## config.mk

```make
export PLATFORM = sky130hd
export DESIGN_NAME = lsag_top
export DESIGN_NICKNAME = d
export VERILOG_FILES = /design/src/lsag_pkg.sv /design/src/lsag_top.sv
export VERILOG_INCLUDE_DIRS = /design/src /design/src/src
export SDC_FILE = /design/constraint.sdc
export NUM_CORES = 1
export LEC_CHECK = 0
export BUFFER_PORTS_ARGS = -buffer_cell sky130_fd_sc_hd__buf_4
export CAP_MARGIN = 0
export CORE_MARGIN = 1
export CORE_UTILIZATION = 61
export CTS_BUF_LIST = sky130_fd_sc_hd__clkbuf_2 sky130_fd_sc_hd__clkbuf_4 sky130_fd_sc_hd__clkbuf_8
export DETAILED_ROUTE_END_ITERATION = 12
export PLACE_DENSITY_LB_ADDON = 0.2
export SLEW_MARGIN = 20
export SYNTH_ARGS = -nofsm -noshare
export SYNTH_HDL_FRONTEND = slang
export SYNTH_SLANG_ARGS = --single-unit
```

## constraint.sdc

```tcl
create_clock -name clk_sys -period 6.2 [get_ports clk_sys]
set_input_delay 0.31 -clock clk_sys [delete_from_list [all_inputs] [get_ports clk_sys]]
set_output_delay 0.31 -clock clk_sys [all_outputs]
set_load 0.01 [all_outputs]
```

## src/lsag_defs.svh

```systemverilog
// register map, field positions, reset values of the line scan gate
`ifndef LSAG_DEFS_SVH
`define LSAG_DEFS_SVH
`define LSAG_OFS_CMD      8'h00
`define LSAG_OFS_CFG      8'h04
`define LSAG_OFS_LINES    8'h08
`define LSAG_OFS_BUFCAP   8'h0c
`define LSAG_OFS_DIVN     8'h10
`define LSAG_OFS_MUL      8'h14
`define LSAG_OFS_DIV      8'h18
`define LSAG_OFS_STATUS   8'h1c
`define LSAG_CMD_ARM      0
`define LSAG_CMD_HALT     1
`define LSAG_CMD_BEGIN    2
`define LSAG_CMD_FINISH   3
`define LSAG_CFG_BSRC_LO  0
`define LSAG_CFG_FSRC_LO  2
`define LSAG_CFG_FLIP     4
`define LSAG_CFG_SPEED    5
`define LSAG_CFG_MULDIV   6
`define LSAG_CFG_W        7
`define LSAG_CFG_RST      7'h00
`define LSAG_LINES_RST    16'h0001
`define LSAG_BUFCAP_RST   16'h0010
`define LSAG_RATE_RST     16'h0001
`endif

```

## src/lsag_pkg.sv

```systemverilog
// types shared by the line scan acquisition gate
package lsag_pkg;
   typedef enum logic [1:0] {
      BSRC_IMMEDIATE = 2'h0, BSRC_COMMAND = 2'h1,
      BSRC_LINE_ONE = 2'h2, BSRC_LINE_TWO = 2'h3
   } lsag_bsrc_t;
   typedef enum logic [1:0] {
      FSRC_COMMAND = 2'h0, FSRC_COUNT = 2'h1,
      FSRC_LINE_ONE = 2'h2, FSRC_LINE_TWO = 2'h3
   } lsag_fsrc_t;
   // gray along idle -> armed -> pending -> scanning
   typedef enum logic [1:0] {
      ST_IDLE = 2'b00, ST_ARMED = 2'b01, ST_PEND = 2'b11, ST_SCAN = 2'b10
   } lsag_state_t;
   typedef struct packed {
      logic [31:0] data;
      logic [15:0] slot;
   } lsag_word_t;
   typedef struct packed {
      logic [15:0] lines;
      logic [15:0] buf_id;
   } lsag_release_t;
endpackage

```

## src/lsag_top.sv

```systemverilog
// line scan acquisition gate with apb registers and encoder rate tools
`timescale 1ns/100ps
`include "lsag_defs.svh"
module lsag_top (
   input wire logic clk_sys,                  // 20 MHz system clock
   input wire logic resetn,                   // async reset, active low
   input wire logic psel,                     // apb select
   input wire logic penable,                  // apb access phase
   input wire logic pwrite,                   // apb direction
   input wire logic [7:0] paddr,              // apb byte address
   input wire logic [31:0] pwdata,            // apb write data
   output logic [31:0] prdata,                // apb read data
   output logic pready,                       // apb ready
   output logic pslverr,                      // apb error, unmapped
   input wire logic line_boundary,            // pulse, camera line start
   input wire logic pix_valid,                // line data word valid
   input wire logic [31:0] pix_data,          // line data word
   input wire logic line_input_one_event,     // hardware event pulse
   input wire logic line_input_two_event,     // hardware event pulse
   input wire logic encoder_event,            // motion encoder pulse
   output logic camera_trigger,               // pulse to camera
   output logic gate_open,                    // acquisition gate
   output logic dma_valid,                    // output word valid
   output lsag_pkg::lsag_word_t dma_word,     // word and line slot
   output logic buf_release,                  // pulse, buffer handed over
   output lsag_pkg::lsag_release_t buf_info   // released buffer info
);
   // ==========================================================
   // register file
   logic [`LSAG_CFG_W-1:0] cfg_r;
   logic [15:0] lines_per_scan, buf_cap_r, div_n_r, mul_r, div_r;
   logic [3:0] cmd_r;
   logic [31:0] prdata_r;
   logic wr_en, setup, hit;
   lsag_pkg::lsag_state_t state_r;
   logic scan_active_r, finish_pend_r, acq_on_r;
   logic [15:0] scan_lines_r, buf_lines_r, buf_id_r;

   function automatic logic mapped(input logic [7:0] a);
      mapped = (a[1:0] == 2'h0) && (a <= `LSAG_OFS_STATUS);
   endfunction

   assign setup = psel && !penable;
   assign wr_en = psel && penable && pwrite && mapped(paddr);
   assign hit = mapped(paddr);
   assign pready = 1'b1;
   assign pslverr = psel && penable && !hit;
   assign prdata = prdata_r;

   // configuration writes take effect at the access edge
   always_ff @(posedge clk_sys or negedge resetn) begin
      if (!resetn) begin
         cfg_r <= `LSAG_CFG_RST;
         lines_per_scan <= `LSAG_LINES_RST;
         buf_cap_r <= `LSAG_BUFCAP_RST;
         div_n_r <= `LSAG_RATE_RST;
         mul_r <= `LSAG_RATE_RST;
         div_r <= `LSAG_RATE_RST;
      end else if (wr_en) begin
         case (paddr)
            `LSAG_OFS_CFG: cfg_r <= pwdata[`LSAG_CFG_W-1:0];
            `LSAG_OFS_LINES: lines_per_scan <= pwdata[15:0];
            `LSAG_OFS_BUFCAP: buf_cap_r <= pwdata[15:0];
            `LSAG_OFS_DIVN: div_n_r <= pwdata[15:0];
            `LSAG_OFS_MUL: mul_r <= pwdata[15:0];
            `LSAG_OFS_DIV: div_r <= pwdata[15:0];
            default: ;
         endcase
      end
   end

   // command bits are one-cycle pulses, nothing is stored
   always_ff @(posedge clk_sys or negedge resetn) begin
      if (!resetn)
         cmd_r <= 4'h0;
      else if (wr_en && paddr == `LSAG_OFS_CMD)
         cmd_r <= pwdata[3:0];
      else
         cmd_r <= 4'h0;
   end

   // read data latched in setup so it comes from a flop in access
   always_ff @(posedge clk_sys or negedge resetn) begin
      if (!resetn) begin
         prdata_r <= 32'h0;
      end else if (setup) begin
         case (paddr)
            `LSAG_OFS_CFG: prdata_r <= {25'h0, cfg_r};
            `LSAG_OFS_LINES: prdata_r <= {16'h0, lines_per_scan};
            `LSAG_OFS_BUFCAP: prdata_r <= {16'h0, buf_cap_r};
            `LSAG_OFS_DIVN: prdata_r <= {16'h0, div_n_r};
            `LSAG_OFS_MUL: prdata_r <= {16'h0, mul_r};
            `LSAG_OFS_DIV: prdata_r <= {16'h0, div_r};
            `LSAG_OFS_STATUS: prdata_r <= {buf_lines_r, 10'h0, state_r,
               finish_pend_r, scan_active_r, acq_on_r, gate_open};
            default: prdata_r <= 32'h0;
         endcase
      end
   end

   // ==========================================================
   // trigger qualification
   lsag_pkg::lsag_bsrc_t bsrc;
   lsag_pkg::lsag_fsrc_t fsrc;
   logic begin_evt, finish_evt, halt, arm, count_done, close_now;
   assign bsrc = lsag_pkg::lsag_bsrc_t'(cfg_r[`LSAG_CFG_BSRC_LO +: 2]);
   assign fsrc = lsag_pkg::lsag_fsrc_t'(cfg_r[`LSAG_CFG_FSRC_LO +: 2]);
   assign arm = cmd_r[`LSAG_CMD_ARM];
   assign halt = cmd_r[`LSAG_CMD_HALT];
   assign begin_evt = cmd_r[`LSAG_CMD_BEGIN]
      || (bsrc == lsag_pkg::BSRC_LINE_ONE && line_input_one_event)
      || (bsrc == lsag_pkg::BSRC_LINE_TWO && line_input_two_event);
   // finish command or selected line, only while scanning
   assign finish_evt = scan_active_r && (cmd_r[`LSAG_CMD_FINISH]
      || (fsrc == lsag_pkg::FSRC_LINE_ONE && line_input_one_event)
      || (fsrc == lsag_pkg::FSRC_LINE_TWO && line_input_two_event));
   // last programmed line completes at this boundary
   assign count_done = fsrc == lsag_pkg::FSRC_COUNT
      && lines_per_scan != 16'h0 && scan_lines_r + 16'h1 >= lines_per_scan;
   assign close_now = line_boundary && (count_done || finish_pend_r);

   // set wins: a finish on a boundary cycle waits for the next one
   always_ff @(posedge clk_sys or negedge resetn) begin
      if (!resetn)
         finish_pend_r <= 1'b0;
      else if (finish_evt)
         finish_pend_r <= 1'b1;
      else if (!scan_active_r || line_boundary)
         finish_pend_r <= 1'b0;
   end

   // acquisition armed by software until halted
   always_ff @(posedge clk_sys or negedge resetn) begin
      if (!resetn)
         acq_on_r <= 1'b0;
      else if (halt)
         acq_on_r <= 1'b0;
      else if (arm)
         acq_on_r <= 1'b1;
   end

   // ==========================================================
   // gate state machine
   // immediate source bypasses the begin trigger
   always_ff @(posedge clk_sys or negedge resetn) begin
      if (!resetn) begin
         state_r <= lsag_pkg::ST_IDLE;
      end else if (halt) begin
         state_r <= lsag_pkg::ST_IDLE;
      end else begin
         case (state_r)
            lsag_pkg::ST_IDLE:
               if (arm) begin
                  state_r <= (bsrc == lsag_pkg::BSRC_IMMEDIATE) ?
                     lsag_pkg::ST_PEND : lsag_pkg::ST_ARMED;
               end
            lsag_pkg::ST_ARMED:
               if (begin_evt) begin
                  state_r <= lsag_pkg::ST_PEND;
               end
            lsag_pkg::ST_PEND:
               // open on the next line boundary
               if (line_boundary) begin
                  state_r <= lsag_pkg::ST_SCAN;
               end
            lsag_pkg::ST_SCAN:
               if (close_now) begin
                  state_r <= (bsrc == lsag_pkg::BSRC_IMMEDIATE) ?
                     lsag_pkg::ST_PEND : lsag_pkg::ST_ARMED;
               end
            default: state_r <= lsag_pkg::ST_IDLE;
         endcase
      end
   end

   // scan flag follows the gate exactly
   always_ff @(posedge clk_sys or negedge resetn) begin
      if (!resetn)
         scan_active_r <= 1'b0;
      else if (halt || (state_r == lsag_pkg::ST_SCAN && close_now))
         scan_active_r <= 1'b0;
      else if (state_r == lsag_pkg::ST_PEND && line_boundary)
         scan_active_r <= 1'b1;
   end
   // gate stays open until the scan closes at a line boundary or a halt
   assign gate_open = scan_active_r;

   // ==========================================================
   // buffer filling
   logic line_done, full_now, open_now;
   assign open_now = state_r == lsag_pkg::ST_PEND && line_boundary && !halt;
   // a line is complete only when the next boundary arrives
   assign line_done = scan_active_r && line_boundary && !halt;
   // release when no slot remains for another line
   assign full_now = line_done && buf_lines_r + 16'h1 >= buf_cap_r;

   always_ff @(posedge clk_sys or negedge resetn) begin
      if (!resetn) begin
         scan_lines_r <= 16'h0;
         buf_lines_r <= 16'h0;
         buf_id_r <= 16'h0;
         buf_release <= 1'b0;
         buf_info <= '0;
      end else begin
         buf_release <= 1'b0;
         if (open_now) begin
            // every scan begins in a new buffer
            scan_lines_r <= 16'h0;
            buf_lines_r <= 16'h0;
         end else if (line_done && (close_now || full_now)) begin
            // final or full buffer leaves at once
            buf_release <= 1'b1;
            buf_info <= '{lines: buf_lines_r + 16'h1, buf_id: buf_id_r};
            buf_id_r <= buf_id_r + 16'h1;
            buf_lines_r <= 16'h0;
            scan_lines_r <= scan_lines_r + 16'h1;
         end else if (line_done) begin
            buf_lines_r <= buf_lines_r + 16'h1;
            scan_lines_r <= scan_lines_r + 16'h1;
         end else if (halt && scan_active_r && buf_lines_r != 16'h0) begin
            // the cut line is dropped, whole lines are released
            buf_release <= 1'b1;
            buf_info <= '{lines: buf_lines_r, buf_id: buf_id_r};
            buf_id_r <= buf_id_r + 16'h1;
            buf_lines_r <= 16'h0;
         end
      end
   end

   // words go out on one channel with their line slot
   always_ff @(posedge clk_sys or negedge resetn) begin
      if (!resetn) begin
         dma_valid <= 1'b0;
         dma_word <= '0;
      end else begin
         dma_valid <= scan_active_r && pix_valid && !line_boundary;
         dma_word.data <= pix_data;
         dma_word.slot <= cfg_r[`LSAG_CFG_FLIP] ?
            buf_cap_r - 16'h1 - buf_lines_r : buf_lines_r;
      end
   end

   // ==========================================================
   // encoder rate tools
   logic [15:0] div_cnt_r;
   logic [31:0] acc_r;
   logic div_hit, md_hit, speed;
   assign speed = cfg_r[`LSAG_CFG_SPEED];
   assign div_hit = speed && encoder_event && div_cnt_r + 16'h1 >= div_n_r;
   // exact accumulator, no rounding loss over time
   assign md_hit = acc_r >= {16'h0, div_r} && div_r != 16'h0;
   always_ff @(posedge clk_sys or negedge resetn) begin
      if (!resetn)
         div_cnt_r <= 16'h0;
      else if (div_hit)
         div_cnt_r <= 16'h0;
      else if (speed && encoder_event)
         div_cnt_r <= div_cnt_r + 16'h1;
   end

   // up to one trigger a cycle; a large ratio drains as a burst
   always_ff @(posedge clk_sys or negedge resetn) begin
      if (!resetn)
         acc_r <= 32'h0;
      else if (!speed || !cfg_r[`LSAG_CFG_MULDIV])
         acc_r <= 32'h0;
      else
         acc_r <= acc_r + (encoder_event ? {16'h0, mul_r} : 32'h0)
            - (md_hit ? {16'h0, div_r} : 32'h0);
   end

   always_ff @(posedge clk_sys or negedge resetn) begin
      if (!resetn)
         camera_trigger <= 1'b0;
      else
         camera_trigger <= cfg_r[`LSAG_CFG_MULDIV] ? md_hit && speed
            : div_hit;
   end
endmodule

```

==> flow_summary_export.csv <==
group,metric,value,unit
pwr,power_switching,1099,uW
pwr,p_leak,0.01026,uW
grt,antenna_found_initial,1,
placed_design,dpl.cell_count,2287,
floorplan,io_pins,200,
final_layout,seqCellArea,0.007689,sq mm
placed_design,dp_hpwl,32840,microns
critical_path,cp-end-kind,"flop",
floorplan,num_rows,62,
cts,cts_tree,"done",
placed_design,pre_cts_slack,0.2442,ns
final_layout,finish.utilization,73.19,%
route,drt_first_pass_iters,5,
sta,finClkSkew,0.01394,ns
placed_design,io_buffers,182,
synth,ys_top_cells_by_count,"dfrtp_1, inv_1, nand2_1",
route,drt_wl_total,45370,microns
critical_path,r2r_slack,0.33,ns
sta,setup_ws,0.3325,ns
synth,synth_edf_count,0,
critical_path,rr_endpoint,"acc_r[30]",
route,vias,14180,
final_layout,stdcell_count,2416,
synth,async_flop_share,100.0,%
route,antenna_left,0,
synth,synth_largest_area_cell,"dfrtp_1",
synth,yosysSeqAreaShare,43.42,%
synth,syn-num-nets,2001,
final_layout,layout-drive-gt1-share,20.78,%
cts,cts_num_sinks,307,
sta,fin_crit,5.867,ns
sta,worst_slew_pin_slew,1.018,ns
final_layout,finalNetCount,2217,
sta,slew_viol_final,0,
floorplan,die_area,0.02972,sq mm
critical_path,arrival,6.37,ns
synth,synth.area.top_cells,"dfrtp_1, ha_1, mux2_2",
cts,htree_levels,2,
floorplan,fp.dieH,172.4,microns
synth,postSynthAreaPerCell,9.977,sq um
cts,insertion_delay,0.58,ns
pwr,power.internal,3441,uW
floorplan,dieWidth,172.4,microns
pwr,p_comb_share,8.7,%
route,remaining_drc_errors,0,
grt,grt_use_total,31.19,%
synth,synth.top_cell.area_share,42.67,%
sta,rsz0062_at_grt,"no",
cts,clockBufferDepth,3,
pwr,power_density,216.7,mW/mm^2
job,max-cap-violations,0,
cts,clk_pin_slew,0.06,ns
final_layout,area_delta_synth_final,18.31,%
critical_path,crit_required,6.70,ns
critical_path,ff2ff_path_depth,24,
pwr,switching_share,24.21,%
route,wl_per_cell,18.78,microns
placed_design,gp_congestion,0.9508,
synth,yosys.cell_count.top_type,"dfrtp_1",
cts,cts_buffers,52,
sta,final-hold-violation-count,0,
grt,grt_max_degree,169,
synth,synth_ff_type,"dfrtp_1",
synth,synth_warnings,0,
synth,ys_ff_latch,307,
sta,slew_headroom,31.92,%
synth,netlist_area,0.01771,sq mm
critical_path,path_class,"flop to flop",
sta,setup_violations,0,
critical_path,reg2reg_from,"div_r[0]",
sta,setup_tns,0,ns
grt,grt_pass1_wl,72170,microns
critical_path,start_kind,"flop",
cts,cts_root_buf,"clkbuf_8",
sta,hold_ws,0.03064,ns
grt,overflow,0,
synth,synthCells,1775,
outcome,status,"completed",
final_layout,multi_input_area,0.009154,sq mm
sta,finalCritPeriodShare,94.64,%
cts,cts_setup_buffers,0,
final_layout,nFillCells,2050,
route,routed_via_density,5.870,
hold_path,min_path_type,"input port to flop",
critical_path,critPathLaunch,"div_r[0]",
floorplan,core-area,0.02863,sq mm
grt,grt_pass1_vias,14130,
synth,synth.distinct_cells,87,
floorplan,start_util,61.87,%
pwr,power_frac_seq,46.1,%
critical_path,crit_path_max_fanout,11,
route,drt_iter0_markers,1250,
pwr,p_clk_share,45.2,%
sta,max_freq,170.4,MHz
critical_path,endpoint,"acc_r[30]",
pwr,vdd_drop_max,0.1793,mV
through the flow:
| step | total power, uW | instance area [sq um] |
|---|---|---|
| CTS | 4579 | 20940 |
| global route | 4715 | 20950 |
| finish | 4540 | 20950 |
| floorplan | 2322 | 17710 |
| detailed placement | 2504 | 19380 |
| global placement | 2494 | 19380 |
kinds of logic after synthesis:
logic type | count (synthesis) | synth area share, %
DFF | 307 | 43.42
other | 1 | 0.02118
and+or+nand+nor | 498 | 14.27
muxes | 95 | 6.154
xor gates and xnor gates | 99 | 4.896
adders and majority gates | 144 | 10.89
buffers and inverters | 225 | 5.108
AOI/OAI and AO/OA | 406 | 15.24
cell type report:
cell class / count / area share [%]
diodes: 1 / 0.01194
clock buffers: 88 / 5.363
clock inverters: 6 / 0.4419
inverters: 160 / 2.867
multi-input cells: 1243 / 43.69
flip-flops and latches: 307 / 36.70
well taps: 384 / 2.293
repair buffers: 227 / 8.635
state kept, by name (all words and copies together) (netlist names):
signal	cells
acc_r	32
acq_on_r	1
buf_cap_r	16
buf_id_r	16
buf_info	32
buf_lines_r	16
buf_release	1
camera_trigger	1
cfg_r	7
cmd_r	4
div_cnt_r	16
div_n_r	16
div_r	16
dma_valid	1
dma_word	48
finish_pend_r	1
gate_open	1
lines_per_scan	16
mul_r	16
prdata	32
scan_lines_r	16
state_r	2
metal layers:
| layer | track usage, % | part of all wire, % |
|---|---|---|
| met1 | 41.58 | 44 |
| met2 | 51.14 | 47 |
| met3 | 4.829 | 5.5 |
| met4 | 12.16 | 3.5 |
| met5 | 0 | 0.022 |
power by group through the flow:
stage          logic, uW  clock network [uW]  registers (uW)
2_1_floorplan        204                   0            2120
3_3_place_gp         369                   0            2120
3_5_place_dp         377                   0            2130
4_1_cts              397                2090            2090
5_1_grt              440                2180            2100
6_report             396                2050            2090
how the worst min path moves through the flow:
stage	from	to	slack (ns)	cells past startpoint
3_5_place_dp	resetn	dma_word[17]	0.32	1
2_1_floorplan	resetn	acc_r[0]	0.01	0
3_3_place_gp	resetn	dma_word[32]	0.31	1
6_report	pwdata[13]	lines_per_scan[13]	0.03	3
4_1_cts	pwdata[13]	lines_per_scan[13]	0.001	3
5_1_grt	pwdata[10]	lines_per_scan[10]	0.009	3
cells in the final DEF, fill, tap and decap left out, types with 10 or more instances in the layout:
cell type / count
xor2_1: 30
or3_1: 10
clkbuf_4: 14
nand3_1: 41
inv_1: 152
and3_1: 27
o21a_1: 14
ha_1: 127
dlygate4sd3_1: 34
nor4_1: 12
mux2_4: 10
a22o_1: 32
nor2_1: 108
and2_1: 30
nand2_1: 143
a21o_1: 39
buf_4: 191
mux2i_1: 14
mux2_2: 64
nor2b_1: 12
a211oi_1: 11
nor3_1: 37
nand4_1: 17
nand2b_1: 11
dfrtp_1: 302
a21oi_1: 74
a22oi_1: 13
o21ai_0: 130
xnor2_1: 69
fa_1: 17
clkbuf_8: 74
critical path, stage by stage, from the launching register on:
cell and delay [ns]:
dfstp_2 0.57, ha_1 0.23, nand2b_1 0.14, a21o_1 0.17
a21o_1 0.17, a21o_1 0.18, a211oi_1 0.29, o21ai_1 0.13
a221oi_1 0.39, o21ai_2 0.23, and2_1 0.22, ha_1 0.28
inv_1 0.06, ha_1 0.20, inv_1 0.08, fa_1 0.39
and2b_4 0.27, o31a_1 0.17, o21a_1 0.25, o21ai_2 0.11
a2111oi_2 0.43, or3b_4 0.25, a31oi_1 0.10, or3_1 0.34
a21oi_2 0.14
what timing repair did:
| action | 4_1_cts | 5_1_grt |
|---|---|---|
| hold buffers | 34 | 0 |
| endpoints found under the setup margin | 0 | 3 |
| gates resized for setup | 0 | 1 |
| endpoints found under the hold margin | 100 | 0 |
Power figures use the tool's default switching activity.
